[src/shared/range_status_pkg.sv]
// Constants, codes and carriers for the over-range event status tree.
// Assumes one system clock; the command parser upstream hands over decoded requests.
`default_nettype none
package range_status_pkg;

  // Register selector codes, one per event register and its enable
  localparam logic [3:0] SEL_INPUT_SUMMARY = 4'h0;
  localparam logic [3:0] SEL_HARM_SUMMARY  = 4'h1;
  localparam logic [3:0] SEL_CHAN_FIRST    = 4'h2;  // first_channel_range_events, 2..7
  localparam logic [3:0] SEL_ANAL_FIRST    = 4'h8;  // first_analyser_range_events, 8..13
  localparam logic [3:0] SEL_FREQ          = 4'he;
  localparam int         REG_COUNT         = 15;
  localparam int         NUM_CH            = 6;
  localparam int         MAX_BOARDS        = 3;

  // Per-channel event bit positions
  localparam int BIT_VOLT_IN   = 0;
  localparam int BIT_CURR_IN   = 1;
  localparam int BIT_POWER_IN  = 2;
  localparam int BIT_VOLT_CF   = 4;
  localparam int BIT_CURR_CF   = 5;
  // Frequency event bit positions
  localparam int BIT_FREQ_A    = 1;
  localparam int BIT_FREQ_B    = 2;
  localparam int BIT_FREQ_C    = 3;
  // Summary bit positions
  localparam int BIT_FREQ_SUM  = 0;
  localparam int BIT_CH1_SUM   = 1;

  // Reset values
  localparam logic [7:0] EVENT_RESET  = 8'h00;
  localparam logic [7:0] ENABLE_RESET = 8'h00;

  // Register commands from the parser
  typedef enum logic [1:0] {
    OP_READ_EVENT   = 2'b00,
    OP_READ_ENABLE  = 2'b01,
    OP_WRITE_ENABLE = 2'b10,
    OP_CLEAR_STATUS = 2'b11
  } cmd_op_t;

  // Bus interface messages
  typedef enum logic [2:0] {
    MSG_REMOTE = 3'b000,
    MSG_GTL    = 3'b001,
    MSG_LLO    = 3'b010,
    MSG_DCL    = 3'b011,
    MSG_SDC    = 3'b100,
    MSG_GET    = 3'b101
  } bus_msg_t;

  typedef struct packed {
    logic       valid;
    cmd_op_t    op;
    logic [3:0] sel;
    logic [7:0] data;
  } reg_cmd_t;

  typedef struct packed {
    logic     valid;
    bus_msg_t code;
  } bus_msg_req_t;

  // Over-range conditions of one channel
  typedef struct packed {
    logic curr_crest;
    logic volt_crest;
    logic power_in;
    logic curr_in;
    logic volt_in;
  } chan_flags_t;

  typedef struct packed {
    logic c;
    logic b;
    logic a;
  } freq_flags_t;

endpackage
`default_nettype wire

[src/design/range_event_status_tree.sv]
// Over-range event status tree: channel, analyser and frequency event registers,
// their enables, two summary registers and the bus interface message handling.
// Assumes decoded commands and messages arrive on ref_clk; harm_fitted is a pin.
`timescale 1ns/100ps
`default_nettype none

module range_event_status_tree
  import range_status_pkg::*;
(
  input  wire logic                        ref_clk,
  input  wire logic                        rst,
  input  wire range_status_pkg::reg_cmd_t  cmd,
  input  wire range_status_pkg::bus_msg_req_t msg,
  input  wire range_status_pkg::chan_flags_t [5:0] chan_flags,
  input  wire range_status_pkg::chan_flags_t [5:0] harm_flags,
  input  wire range_status_pkg::freq_flags_t freq_flags,
  input  wire logic [5:0]                  harm_board_sel,
  input  wire logic                        harm_fitted,
  input  wire logic                        meas_hold,
  input  wire logic                        local_key,
  input  wire logic                        key_reset,
  output logic                             rsp_valid,
  output logic [7:0]                       rsp_data,
  output logic                             input_summary_sb,
  output logic                             harm_summary_sb,
  output logic                             remote_state,
  output logic                             panel_keys_off,
  output logic                             flush_io,
  output logic                             single_sample
);
  import range_status_pkg::*;

  // Event and enable storage
  logic [7:0] chan_ev_r [NUM_CH];      // Channel event registers
  logic [7:0] harm_ev_r [NUM_CH];      // Analyser event registers
  logic [7:0] freq_ev_r;               // Frequency event register
  logic [7:0] enable_r [REG_COUNT];    // One enable per register
  logic [7:0] in_sum_r;                // Input summary
  logic [7:0] harm_sum_r;              // Harmonic summary
  // Strap synchroniser and board limit
  logic       fitted_meta_r;           // Option pin, first stage
  logic       fitted_r;                // Option pin, synchronised
  logic [5:0] board_ok;                // Boards allowed to report
  // Decoded register commands
  logic       clr_all;                 // Clear-status command
  logic       rd_event;                // Event query this cycle
  // Interface state and registered outputs
  logic       remote_r;                // Remote state
  logic       lockout_r;               // Panel keys locked
  logic       flush_r;                 // Device clear pulse
  logic       sample_r;                // Single sampling pulse
  logic       rsp_valid_r;             // Answer present
  logic [7:0] rsp_data_r;              // Answer byte
  logic       in_sb_r;                 // Status bit, input summary
  logic       harm_sb_r;               // Status bit, harmonic summary

  assign clr_all  = cmd.valid && (cmd.op == OP_CLEAR_STATUS);
  assign rd_event = cmd.valid && (cmd.op == OP_READ_EVENT);

  // Option-fitted strap crosses from a pin, two flops before use
  // The first flop may go metastable; nothing but the second reads it
  always_ff @(posedge ref_clk or posedge rst) begin
    if (rst) begin
      fitted_meta_r <= 1'b0;
      fitted_r      <= 1'b0;
    end else begin
      fitted_meta_r <= harm_fitted;
      fitted_r      <= fitted_meta_r;
    end
  end

  // Allow only the lowest three selected boards; guards against a bad selection
  always_comb begin
    int cnt;
    cnt      = 0;
    board_ok = 6'h00;
    for (int i = 0; i < NUM_CH; i++) begin
      if (harm_board_sel[i] && cnt < MAX_BOARDS) begin
        board_ok[i] = 1'b1;
        cnt         = cnt + 1;
      end
    end
  end

  // Channel layout: unused bits 3,6,7 never set
  function automatic logic [7:0] chan_set(input chan_flags_t f);
    logic [7:0] s;
    s               = 8'h00;
    s[BIT_CURR_CF]  = f.curr_crest;
    s[BIT_VOLT_CF]  = f.volt_crest;
    s[BIT_POWER_IN] = f.power_in;
    s[BIT_CURR_IN]  = f.curr_in;
    s[BIT_VOLT_IN]  = f.volt_in;
    return s;
  endfunction

  // Latch, with set winning over clear from a query or clear-status
  function automatic logic [7:0] ev_next(input logic [7:0] cur,
                                         input logic [7:0] set,
                                         input logic       clr);
    return (clr ? 8'h00 : cur) | set;
  endfunction

  genvar g;
  generate
    for (g = 0; g < NUM_CH; g++) begin : g_ch
      logic chan_clr;
      logic harm_clr;
      logic [7:0] harm_set;
      assign chan_clr = clr_all || (rd_event && cmd.sel == SEL_CHAN_FIRST + 4'(g));
      assign harm_clr = clr_all || (rd_event && cmd.sel == SEL_ANAL_FIRST + 4'(g));
      // Analyser boards report only when fitted and selected
      assign harm_set = (fitted_r && board_ok[g]) ? chan_set(harm_flags[g]) : 8'h00;

      // Channel event register
      always_ff @(posedge ref_clk or posedge rst) begin
        if (rst) begin
          chan_ev_r[g] <= EVENT_RESET;
        end else begin
          chan_ev_r[g] <= ev_next(chan_ev_r[g], chan_set(chan_flags[g]), chan_clr);
        end
      end

      // Analyser event register, emptied while the option is absent
      always_ff @(posedge ref_clk or posedge rst) begin
        if (rst) begin
          harm_ev_r[g] <= EVENT_RESET;
        end else if (!fitted_r) begin
          harm_ev_r[g] <= EVENT_RESET;
        end else begin
          harm_ev_r[g] <= ev_next(harm_ev_r[g], harm_set, harm_clr);
        end
      end
    end
  endgenerate

  // Frequency event register; bits 0 and 4-7 stay zero
  always_ff @(posedge ref_clk or posedge rst) begin
    if (rst) begin
      freq_ev_r <= EVENT_RESET;
    end else begin
      freq_ev_r <= ev_next(freq_ev_r,
                           {4'h0, freq_flags.c, freq_flags.b, freq_flags.a, 1'b0},
                           clr_all || (rd_event && cmd.sel == SEL_FREQ));
    end
  end

  // Enable registers, written and read back by the controller
  always_ff @(posedge ref_clk or posedge rst) begin
    if (rst) begin
      for (int i = 0; i < REG_COUNT; i++) begin
        enable_r[i] <= ENABLE_RESET;
      end
    end else if (key_reset) begin
      for (int i = 0; i < REG_COUNT; i++) begin
        enable_r[i] <= ENABLE_RESET;
      end
    end else if (cmd.valid && cmd.op == OP_WRITE_ENABLE && int'(cmd.sel) < REG_COUNT) begin
      enable_r[cmd.sel] <= cmd.data;
    end
  end

  // Input summary follows the masked children one cycle later
  always_ff @(posedge ref_clk or posedge rst) begin
    if (rst) begin
      in_sum_r <= EVENT_RESET;
    end else begin
      in_sum_r               <= 8'h00;
      in_sum_r[BIT_FREQ_SUM] <= |(freq_ev_r & enable_r[SEL_FREQ]);
      for (int i = 0; i < NUM_CH; i++) begin
        in_sum_r[BIT_CH1_SUM + i] <=
          |(chan_ev_r[i] & enable_r[SEL_CHAN_FIRST + 4'(i)]);
      end
    end
  end

  // Harmonic summary; bits 0 and 7 stay zero. Gating by the allowed boards
  // keeps at most three bits up after the selection moves on, since older
  // analyser events stay latched until they are read or cleared.
  always_ff @(posedge ref_clk or posedge rst) begin
    if (rst) begin
      harm_sum_r <= EVENT_RESET;
    end else begin
      harm_sum_r <= 8'h00;
      for (int i = 0; i < NUM_CH; i++) begin
        harm_sum_r[BIT_CH1_SUM + i] <= fitted_r && board_ok[i] &&
          |(harm_ev_r[i] & enable_r[SEL_ANAL_FIRST + 4'(i)]);
      end
    end
  end

  // Status byte bit of the input summary, masked by its enable
  always_ff @(posedge ref_clk or posedge rst) begin
    if (rst) begin
      in_sb_r <= 1'b0;
    end else begin
      in_sb_r <= |(in_sum_r & enable_r[SEL_INPUT_SUMMARY]);
    end
  end

  // Status byte bit of the harmonic summary, masked by its enable
  always_ff @(posedge ref_clk or posedge rst) begin
    if (rst) begin
      harm_sb_r <= 1'b0;
    end else begin
      harm_sb_r <= |(harm_sum_r & enable_r[SEL_HARM_SUMMARY]);
    end
  end

  // Query answers, one cycle after the request
  always_ff @(posedge ref_clk or posedge rst) begin
    if (rst) begin
      rsp_valid_r <= 1'b0;
      rsp_data_r  <= 8'h00;
    end else begin
      rsp_valid_r <= 1'b0;
      rsp_data_r  <= 8'h00;
      if (cmd.valid && int'(cmd.sel) < REG_COUNT) begin
        if (cmd.op == OP_READ_ENABLE) begin
          rsp_valid_r <= 1'b1;
          rsp_data_r  <= enable_r[cmd.sel];
        end else if (cmd.op == OP_READ_EVENT) begin
          rsp_valid_r <= 1'b1;
          if (cmd.sel == SEL_INPUT_SUMMARY) begin
            rsp_data_r <= in_sum_r;
          end else if (cmd.sel == SEL_HARM_SUMMARY) begin
            rsp_data_r <= harm_sum_r;
          end else if (cmd.sel == SEL_FREQ) begin
            rsp_data_r <= freq_ev_r;
          end else if (cmd.sel < SEL_ANAL_FIRST) begin
            rsp_data_r <= chan_ev_r[3'(cmd.sel - SEL_CHAN_FIRST)];
          end else begin
            rsp_data_r <= harm_ev_r[3'(cmd.sel - SEL_ANAL_FIRST)];
          end
        end
      end
    end
  end

  // Remote and lockout state; the local key is dead under lockout
  // No message releases lockout, so only a reset clears it
  always_ff @(posedge ref_clk or posedge rst) begin
    if (rst) begin
      remote_r  <= 1'b0;
      lockout_r <= 1'b0;
    end else if (msg.valid) begin
      unique case (msg.code)
        MSG_REMOTE: remote_r  <= 1'b1;
        MSG_GTL:    remote_r  <= 1'b0;
        MSG_LLO:    lockout_r <= 1'b1;
        default:    remote_r  <= remote_r;
      endcase
    end else if (local_key && !lockout_r) begin
      remote_r <= 1'b0;
    end
  end

  // One-cycle device clear pulse; the parser empties its buffers on it
  always_ff @(posedge ref_clk or posedge rst) begin
    if (rst) begin
      flush_r <= 1'b0;
    end else begin
      flush_r <= msg.valid && (msg.code == MSG_DCL || msg.code == MSG_SDC);
    end
  end

  // One-cycle trigger pulse; ignored while measurement runs freely
  always_ff @(posedge ref_clk or posedge rst) begin
    if (rst) begin
      sample_r <= 1'b0;
    end else begin
      sample_r <= msg.valid && msg.code == MSG_GET && meas_hold;
    end
  end

  assign rsp_valid        = rsp_valid_r;
  assign rsp_data         = rsp_data_r;
  assign input_summary_sb = in_sb_r;
  assign harm_summary_sb  = harm_sb_r;
  assign remote_state     = remote_r;
  assign panel_keys_off   = lockout_r;
  assign flush_io         = flush_r;
  assign single_sample    = sample_r;

endmodule
`default_nettype wire

[config.mk]
export PLATFORM = sky130hd
export DESIGN_NAME = range_event_status_tree
export DESIGN_NICKNAME = d
export VERILOG_FILES = /design/src/shared/range_status_pkg.sv /design/src/design/range_event_status_tree.sv
export SDC_FILE = /design/constraint.sdc
export NUM_CORES = 1
export LEC_CHECK = 0
export ABC_AREA = 1
export BUFFER_PORTS_ARGS = -buffer_cell sky130_fd_sc_hd__buf_4
export CAP_MARGIN = 20
export CORE_MARGIN = 3
export CORE_UTILIZATION = 64
export DETAILED_ROUTE_END_ITERATION = 16
export PLACE_DENSITY = 0.84
export SLEW_MARGIN = 20
export SYNTH_ARGS = -nofsm -noshare
export SYNTH_HDL_FRONTEND = slang
export SYNTH_SLANG_ARGS = --single-unit
[constraint.sdc]
create_clock -name ref_clk -period 12.1 [get_ports ref_clk]
set_input_delay 1.21 -clock ref_clk [delete_from_list [all_inputs] [get_ports ref_clk]]
set_output_delay 1.21 -clock ref_clk [all_outputs]
set_load 0.02 [all_outputs]
==> impl_metrics.ini, run 1 <==
[outcome]
outcome = completed

[critical_path]
crit_chain = buf_4, inv_1, ha_1, a21oi_1, a21oi_1, ha_1, inv_1, ha_1, nand2_1, inv_1, nand2_1, nand2_1, ha_1, nor2_1, nand2_1, inv_1, a31oi_1, nand3_1, a21oi_1
crit_path_top_delay_cell = sky130_fd_sc_hd__a31oi_1
worst-endpoint-arrival_ns = 4.34
data_required_time_of_the_worst_path_ns = 12.50
crit_path_start_kind = input pin
cp-startpoint = harm_board_sel[0]
ws_path_type = in2reg
path_delay_family = compound AO/OA/AOI/OAI gates
critPathCaptureType = register
critPathMaxFanout = 8
critPathBufInv = 5
cp_slowest_stage_delay_ns = 0.43
worst_flop_to_flop_path_startpoint = fitted_r

[logic_synthesis]
post_synth_fa_ha_maj_area_fraction_pct = 0.813
avgSynthCellArea_um2 = 8.54
postSynthCellCount = 1189
synth_flop_cell = sky130_fd_sc_hd__dfrtp_1
yosys.cell_count.top_type = sky130_fd_sc_hd__dfrtp_1
yosys.cell_types.count = 42
yosys_register_bits = 213
combinational_family_with_the_most_area_after_synthesis = compound AO/OA/AOI/OAI gates
synthArstFlopShare_pct = 100
syn_nets = 1289
multiplexer_fraction_of_the_synthesized_cell_area_pct = 0
yosys.area.top_type = sky130_fd_sc_hd__dfrtp_1
synth-compound-area-share_pct = 21.6
synth_largest_type_area_fraction_pct = 52.5
synth.area.top_cells = sky130_fd_sc_hd__dfrtp_1 (52%), sky130_fd_sc_hd__nand2_1 (6.9%), sky130_fd_sc_hd__o22ai_1 (6.3%), sky130_fd_sc_hd__inv_1 (6.0%), sky130_fd_sc_hd__nand3_1 (5.9%)
synth.yosys.warnings = 0
syn_area_um2 = 10200
synth_enable_flop_cells = 0
synth-simple-area-share_pct = 16.5
synth-xor-area-share_pct = 0.259
netlist_top_cells_count = sky130_fd_sc_hd__dfrtp_1 (213), sky130_fd_sc_hd__nand2_1 (186), sky130_fd_sc_hd__inv_1 (161)
synth.yosys.seq_area_share_pct = 52.5

[cells_and_area]
areaGrowthSynthToFinish_pct = 16.4
antenna_diode_count = 0
drive_above_1_share_pct = 12.6
num-fill-cells = 1122
nets = 1378

[cts]
clock_path_buffers = 3
cts_tree = yes
cts_repair_resize_count = 0
latest_clock_arrival_within_the_worst_skew_pair_ns = 0.51
tritoncts.num_buffers = 22
post_cts_hold_buffer_count = 0
clock-sinks = 213
htree_levels = 1
path_clk_slew_ns = 0.06
cts_root_buffer = sky130_fd_sc_hd__clkbuf_16
postCtsSetupBuffers = 0

[timing]
worst_slew_margin_rel_pct = 37.2
timing.final.crit_period_ns = 3.94
finalHoldViolations = 0
max_clock_freq_mhz = 254
setup_slack_ns = 8.16
setup_violations = 0
finalSetupTns_ns = 0
grt_setup_unrepaired = no
min_period_over_period_pct = 32.6
max_slew.worst_pin.slew_ns = 0.942
report.final.slew_viol_count = 0
fin_worst_skew_ns = 0.0156

[job]
drv.max_cap_violation_count = 0

[global_route]
grt_pass1_vias = 9454
largest_net_degree_at_the_start_of_global_routing = 129
track_usage_pct = 37.1
grt_remaining_overflow = 0
initial_antenna_violation_count = 0
grt_pass1_wl_mm = 51.2

[placed_design]
place_worst_setup_slack_ns = 7.73
numPortBuffers = 108
gpl.final_weighted_congestion = 1.01
place.detailed.hpwl_mm = 22.2

[route]
antenna_violating_nets_post_route = 0
drc_errors = 0
routed_wire_length_per_instance_um = 21.7
post_drt_via_cell_ratio = 6.52
drt-total-wl_mm = 32.6
drt_pass1_iterations = 8
routed-via-count = 9803
first_iter_violations = 1522

[die]
floorplan.rows = 45
die_w_um = 132
die-area_um2 = 17400
die_y_extent_um = 132
ios = 109
starting_density_of_the_core_pct = 66.1
core-area_um2 = 15400

[hold_path]
worst_hold_startpoint = fitted_meta_r
worst_hold_path_type = reg2reg

[power_and_ir_drop]
leakage_uw = 0.00566
irDropWorstVdd_v = 0.000112
power-per-cell-area_nw_per_um2 = 137
worst register-to-register path, delay by kind of cell, from the launching register on:
| family | cells | cell delay (ns) |
|---|---|---|
| buffers and inverters | 2 | 1.00 |
| AO/OA/AOI/OAI | 1 | 0.54 |
| flip-flops | 1 | 0.32 |
cell usage in the layout (no fill, tap or decap), drive strengths merged, types with 3 or more instances in the layout:
master / instances
o22ai: 103
o211ai: 3
o21bai: 34
buf: 115
inv: 165
a31oi: 4
a21oi: 60
dfrtp: 213
ha: 5
o31ai: 19
nand2: 189
nor3: 4
a22oi: 7
o2111ai: 3
a221oi: 6
nor2: 63
clkbuf: 33
o221ai: 7
nand4: 9
o21ai: 112
nand3: 120
clkinv: 5
where the power goes:
group	total [uW]	internal, uW	leakage [uW]	switching [uW]
clock	697	420	0.000362	278
combinational	185	59.0	0.00250	126
sequential	743	730	0.00279	12.4
total	1620	1210	0.00566	416
metrics by stage:
step	util (%)	hold slack, ns	cell area, um^2	power [uW]	std cells
floorplan	-	0.331	10200	857	1189
global placement	72.1	0.332	11100	929	1465
detailed placement	72.1	0.346	11100	932	1465
CTS	76.9	0.359	11800	1620	1503
global route	76.9	0.365	11800	1670	1503
finish	76.9	0.353	11800	1620	1503
flip-flops by register name, indices dropped and copies added (netlist names):
name / cells
harm_summary_sb: 1
harm_ev_r: 30
panel_keys_off: 1
single_sample: 1
in_sum_r: 7
fitted_r: 1
flush_io: 1
rsp_valid: 1
input_summary_sb: 1
harm_sum_r: 6
enable_r: 120
chan_ev_r: 30
rsp_data: 8
remote_state: 1
freq_ev_r: 3
fitted_meta_r: 1
layout make-up:
cell class	count	area, um^2	share of cell area, %
Timing Repair Buffer	115	867	7.33
Inverter	168	641	5.42
Tap cell	211	264	2.23
Clock buffer	33	663	5.61
Clock inverter	5	77.6	0.656
Multi-Input combinational cell	758	3980	33.7
Sequential cell	213	5330	45.1
metal layers:
layer  wire length, um  global-route usage [%]
met2             14400                    55.6
met4              1430                    13.1
met5                 0                       0
met1             12400                    52.6
met3              4440                    10.3
worst paths after layout:
| kind | depth (start not counted) | slack (ns) | endpoint |
|---|---|---|---|
| worst max-delay path | 19 | 8.16 | harm_ev_r[0] |
| worst min-delay path | 0 | 0.35 | fitted_r |
| worst max register to register | 3 | 10.13 | harm_ev_r[45] |
| worst min register to register | 0 | 0.35 | fitted_r |
| max in group asynchronous | 3 | 9.86 | enable_r[28] |
| min in group asynchronous | 2 | 0.81 | harm_ev_r[2] |
cell families after synthesis:
| kind of cell | count (synthesis) |
|---|---|
| AND/OR/NAND/NOR | 386 |
| AO/OA/AOI/OAI | 362 |
| buffers and inverters | 218 |
| flip-flops | 213 |
| adder cells (fa/ha/maj) | 6 |
| XOR/XNOR | 3 |
| other | 1 |
(Power assumes the default switching activity.)
==> inputs of run 2 (changes only) <==
- CORE_UTILIZATION: 64 -> 53
- PLACE_DENSITY: 0.84 -> 0.74
- clock period: 12.1 -> 3.3 ns (I/O delays scaled with it)
==> run 2 against run 1 <==
Against the previous run: sequential power increased to 3.7 times the previous value; sequential share of layout area decreased by 0.58 points; first-iteration DRC count decreased by 23%; non-clock buffer count increased by 14; register-to-register slack got worse by 8.5 ns; setup slack got worse by 7.6 ns; worst hold slack got worse by 0.34 ns; highest routed layer unchanged.
==> impl_metrics.ini, run 2 (same netlist as run 1, synthesis figures left out) <==
[global_route]
track_usage_pct = 32.2
initial_antenna_violation_count = 0
largest_net_degree_at_the_start_of_global_routing = 154
grt_pass1_vias = 9182
grt_pass1_wl_mm = 51.3
grt_remaining_overflow = 0

[die]
ios = 109
die-area_um2 = 20900
core-area_um2 = 18400
die_w_um = 144
floorplan.rows = 49
starting_density_of_the_core_pct = 55.2
die_y_extent_um = 144

[route]
drt_pass1_iterations = 6
drt-total-wl_mm = 33.1
drc_errors = 0
first_iter_violations = 1179
antenna_violating_nets_post_route = 0
routed_wire_length_per_instance_um = 21.6
routed-via-count = 9495
post_drt_via_cell_ratio = 6.19

[cts]
tritoncts.num_buffers = 23
cts_repair_resize_count = 0
clock-sinks = 213
clock_path_buffers = 3
htree_levels = 1
cts_tree = yes
latest_clock_arrival_within_the_worst_skew_pair_ns = 0.52
path_clk_slew_ns = 0.06
cts_root_buffer = sky130_fd_sc_hd__clkbuf_16

[cells_and_area]
top_flop_regs = enable_r: 120 flops, chan_ev_r: 30 flops, harm_ev_r: 30 flops
num-fill-cells = 1611
areaGrowthSynthToFinish_pct = 17.9
antenna_diode_count = 0
drive_above_1_share_pct = 13.5
mostFrequentLayoutCell = sky130_fd_sc_hd__dfrtp_1
largest_register_ff_count = 120
final_cell_mix = sky130_fd_sc_hd__dfrtp_1 (213), sky130_fd_sc_hd__nand2_1 (186), sky130_fd_sc_hd__inv_1 (160)
nets = 1393
fin_util_pct = 65.1
biggest_register = enable_r

[critical_path]
worst-endpoint-arrival_ns = 3.14
ws_path_type = in2reg
critPathCaptureType = register
data_required_time_of_the_worst_path_ns = 3.72
reg2reg_setup_slack_ns = 1.63
critPathMaxFanout = 8
crit_path_start_kind = input pin

[power_and_ir_drop]
overall_power_after_layout_uw = 6040
irDropWorstVdd_v = 0.000406
leakage_uw = 0.00573
power_switching_share_pct = 25.5
reg_power_share_pct = 45.1
cell_internal_pwr_uw = 4500
clockPowerShare_pct = 43.6
net_switching_power_uw = 1540
power-per-cell-area_nw_per_um2 = 504
combinational_share_of_power_pct = 11.4

[placed_design]
place.detailed.hpwl_mm = 23.3
gpl.final_weighted_congestion = 1.03
numPortBuffers = 108

[timing]
finalSetupTns_ns = 0
fin_worst_skew_ns = 0.0178
max_slew.worst_pin.slew_ns = 0.933
min_period_over_period_pct = 82.4
timing.final.crit_period_ns = 2.72
worst_slew_margin_rel_pct = 37.7
max_clock_freq_mhz = 368
fin_hold_ws_ns = 0.00829
grt_setup_unrepaired = no
report.final.slew_viol_count = 0
setup_violations = 0
finalHoldViolations = 0

[hold_path]
worst_hold_path_type = in2reg

[job]
drv.max_cap_violation_count = 0

[outcome]
outcome = completed
## run 2: cell types whose count changed in the layout (fill, tap and decap cells not counted), sizes merged
cell / before / now
inv: 165 / 164
bufinv: 2 / 3
clkbuf: 33 / 32
clkinv: 5 / 6
buf: 115 / 128
dlygate4sd3: 0 / 1
## run 2: power by group through the flow
| stage | Clock, uW | Combinational [uW] | Sequential, uW |
|---|---|---|---|
| 6_report | 2630 | 687 | 2720 |
| 5_1_grt | 2750 | 749 | 2730 |
| 4_1_cts | 2650 | 676 | 2720 |
| 3_5_place_dp | 0 | 673 | 2770 |
| 3_3_place_gp | 0 | 660 | 2770 |
| 2_1_floorplan | 0 | 380 | 2760 |
## run 2: what timing repair did
action / in CTS / in global routing
setup buffers: 0 / 0
hold endpoints to repair: 1 / 0
hold buffers: 1 / 0
## run 2: layout make-up
| class | instances | area (um^2) | area share (%) |
|---|---|---|---|
| Tap cell | 229 | 287 | 2.39 |
| Inverter | 168 | 637 | 5.32 |
| Timing Repair Buffer | 129 | 983 | 8.21 |
| Multi-Input combinational cell | 758 | 3980 | 33.2 |
| Clock buffer | 32 | 649 | 5.42 |
| Clock inverter | 6 | 109 | 0.909 |
| Sequential cell | 213 | 5330 | 44.5 |
## run 2: worst paths after layout
kind / cells past startpoint / start / endpoint
max: 19 / harm_board_sel[0] / harm_ev_r[0]
min: 2 / chan_flags[1] / chan_ev_r[41]
max reg2reg: 8 / enable_r[3] / rsp_data[3]
min reg2reg: 0 / fitted_meta_r / fitted_r
max in group asynchronous: 3 / rst / enable_r[68]
min in group asynchronous: 3 / rst / enable_r[17]
## run 2: critical path: stages
cell and delay [ns]:
sky130_fd_sc_hd__buf_4 0.13, sky130_fd_sc_hd__inv_1 0.08, sky130_fd_sc_hd__ha_1 0.29, sky130_fd_sc_hd__a21oi_1 0.21
sky130_fd_sc_hd__a21oi_1 0.13, sky130_fd_sc_hd__ha_1 0.21, sky130_fd_sc_hd__inv_1 0.05, sky130_fd_sc_hd__ha_1 0.14
sky130_fd_sc_hd__nand2_1 0.10, sky130_fd_sc_hd__inv_1 0.18, sky130_fd_sc_hd__nand2_1 0.07, sky130_fd_sc_hd__nand2_1 0.09
sky130_fd_sc_hd__ha_1 0.14, sky130_fd_sc_hd__nor2_1 0.05, sky130_fd_sc_hd__nand2_1 0.09, sky130_fd_sc_hd__inv_1 0.12
sky130_fd_sc_hd__a31oi_1 0.43, sky130_fd_sc_hd__nand3_1 0.14, sky130_fd_sc_hd__a21oi_1 0.15
## run 2: routing by layer
metal  wire length (um)  share of wire (%)  track usage, %
met1              13500                 41            46.8
met2              14700                 44            48.2
met3               3980                 12            8.13
met4                998                3.0            9.33
met5                  0                  0               0
## run 2: per-stage QoR
step / instance area [um^2] / cells / worst slack [ns]
after floorplan: 10200 / 1189 / 0.200
after global placement: 11200 / 1496 / 0.241
after detailed placement: 11200 / 1496 / 0.0820
after CTS: 12000 / 1535 / 0.600
after global routing: 12000 / 1535 / 0.212
final: 12000 / 1535 / 0.582
==> inputs of run 3 (changes only) <==
- clock period: 3.3 -> 2.5 ns (I/O delays scaled with it)
==> run 3 against run 2 <==
Against the previous run: final cell count grew 6.6%; critical path depth shrank 4; first-iteration DRC count grew 16%; sequential cell count is the same; count of clock-buffer cells in the layout grew 4; combinational power grew 54%; clock power grew 32%; via count grew 5.8%; global-route usage grew 0.60 points; setup slack lost 0.34 ns; die area is the same; clock skew shrank 0.013 ns; critical path type unchanged; largest cell class unchanged.
==> impl_metrics.ini, run 3 (same netlist as run 1, synthesis figures left out) <==
[cells_and_area]
top_flop_regs = enable_r: 120 flops, chan_ev_r: 30 flops, harm_ev_r: 30 flops
nets = 1491
final_cell_mix = sky130_fd_sc_hd__dfrtp_1 (213), sky130_fd_sc_hd__nand2_1 (186), sky130_fd_sc_hd__buf_4 (162)
mostFrequentLayoutCell = sky130_fd_sc_hd__dfrtp_1
fin_util_pct = 70.2
antenna_diode_count = 0
biggest_register = enable_r
largest_register_ff_count = 120
areaGrowthSynthToFinish_pct = 27.2
finish.instance_area_um2 = 12900
drive_above_1_share_pct = 15.5

[timing]
worst_slew_margin_rel_pct = 36.0
timing.final.crit_period_ns = 2.26
grt_setup_unrepaired = no
min_period_over_period_pct = 90.3
setup_violations = 0
fin_worst_skew_ns = 0.00449
setup_slack_ns = 0.242
max_slew.worst_pin.slew_ns = 0.958
max_clock_freq_mhz = 443
report.final.slew_viol_count = 0
finalHoldViolations = 0

[die]
ios = 109
die-area_um2 = 20900
floorplan.rows = 49
core-area_um2 = 18400
die_y_extent_um = 144
starting_density_of_the_core_pct = 55.2
die_w_um = 144

[critical_path]
path_delay_family = adder cells
cp-startpoint = harm_board_sel[1]
cp_slowest_stage_delay_ns = 0.32
critPathBufInv = 4
crit_chain = buf_4, inv_1, ha_1, a21oi_4, a21oi_1, ha_1, inv_1, ha_1, nand2_1, xor2_1, inv_1, ha_1, a31oi_2, nand3_1, a21oi_1
crit_path_top_delay_cell = sky130_fd_sc_hd__ha_1
worst_flop_to_flop_path_startpoint = fitted_r
worst-endpoint-arrival_ns = 2.67
crit_path_start_kind = input pin
critPathCaptureType = register
timing.critical_path.mode_cell = sky130_fd_sc_hd__ha_1
ws_path_type = in2reg
critPathMaxFanout = 6
data_required_time_of_the_worst_path_ns = 2.91

[cts]
cts_tree = yes
htree_levels = 1
cts_root_buffer = sky130_fd_sc_hd__clkbuf_16
path_clk_slew_ns = 0.06
clock-sinks = 213
clock_path_buffers = 3
postCtsSetupBuffers = 0
latest_clock_arrival_within_the_worst_skew_pair_ns = 0.52
tritoncts.num_buffers = 23

[global_route]
grt_pass1_vias = 9679
track_usage_pct = 32.8
largest_net_degree_at_the_start_of_global_routing = 81
grt_pass1_wl_mm = 52.8
grt_remaining_overflow = 0
initial_antenna_violation_count = 0

[placed_design]
gpl.final_weighted_congestion = 0.972
place_worst_setup_slack_ns = -0.307
numPortBuffers = 108
place.detailed.hpwl_mm = 23.7
placedInstanceArea_um2 = 11500

[route]
post_drt_via_cell_ratio = 6.13
antenna_violating_nets_post_route = 0
routed-via-count = 10042
first_iter_violations = 1367
routed_wire_length_per_instance_um = 20.9
drt-total-wl_mm = 34.3
drt_pass1_iterations = 8
drc_errors = 0

[power_and_ir_drop]
combinational_share_of_power_pct = 13.1
power-per-cell-area_nw_per_um2 = 629
reg_power_share_pct = 44.3
cell_internal_pwr_uw = 6030
overall_power_after_layout_uw = 8120
clockPowerShare_pct = 42.6
irDropWorstVdd_v = 0.000526
power_switching_share_pct = 25.7
leakage_uw = 0.00619
net_switching_power_uw = 2090

[hold_path]
worst_hold_path_type = in2reg
worst_hold_startpoint = harm_flags[25]

[job]
drv.max_cap_violation_count = 0

[outcome]
outcome = completed
[run 3: through the flow]
| step | cells | setup TNS [ns] | hold slack (ns) |
|---|---|---|---|
| 3_5_place_dp | 1533 | -2.84 | 0.277 |
| 3_3_place_gp | 1533 | -1.04 | 0.277 |
| 2_1_floorplan | 1189 | -110.80 | 0.281 |
| 6_report | 1637 | 0 | 0.00896 |
| 5_1_grt | 1637 | 0 | 0.0226 |
| 4_1_cts | 1637 | 0 | 0.00147 |
[run 3: power groups by stage]
stage | combinational (uW) | sequential, uW | clock (uW)
CTS | 1040 | 3590 | 3500
finish | 1060 | 3590 | 3460
global placement | 942 | 3650 | 0
global route | 1150 | 3600 | 3640
detailed placement | 956 | 3650 | 0
floorplan | 509 | 3650 | 0
[run 3: path summary, 6_finish.rpt]
kind / to / slack (ns) / cells past startpoint
worst max-delay path: harm_ev_r[4] / 0.24 / 15
worst min-delay path: harm_ev_r[0] / 0.009 / 3
worst max register to register: harm_ev_r[36] / 0.72 / 3
worst min register to register: fitted_r / 0.35 / 0
max in group asynchronous: chan_ev_r[28] / 1.44 / 4
min in group asynchronous: harm_sum_r[5] / 0.30 / 3
[run 3: cell type report]
type	count	area, um^2
flip-flops and latches	213	5330
fillers	1463	5480
clock buffers	36	684
multi-input cells	758	4000
clock inverters	6	83.8
repair buffers	227	1900
well taps	229	287
inverters	168	637
[run 3: per-layer routing]
layer	vias to the layer above	GRT usage (%)	wire length [um]
met1	4772	46.0	13500
met4	0	11.5	1330
met5	-	0	0
met2	674	48.3	14900
li1	4489	-	-
met3	107	10.5	4560
[run 3: tightest hold or removal path, cell delays in order]
cell and delay, ns:
sky130_fd_sc_hd__buf_4 0.11, sky130_fd_sc_hd__nand3_1 0.07, sky130_fd_sc_hd__a21oi_1 0.06
[run 3: repair_timing]
| item | 4_1_cts | 5_1_grt |
|---|---|---|
| hold buffers | 62 | 0 |
| hold endpoints to repair | 71 | 0 |
| gates resized for setup | 0 | 0 |
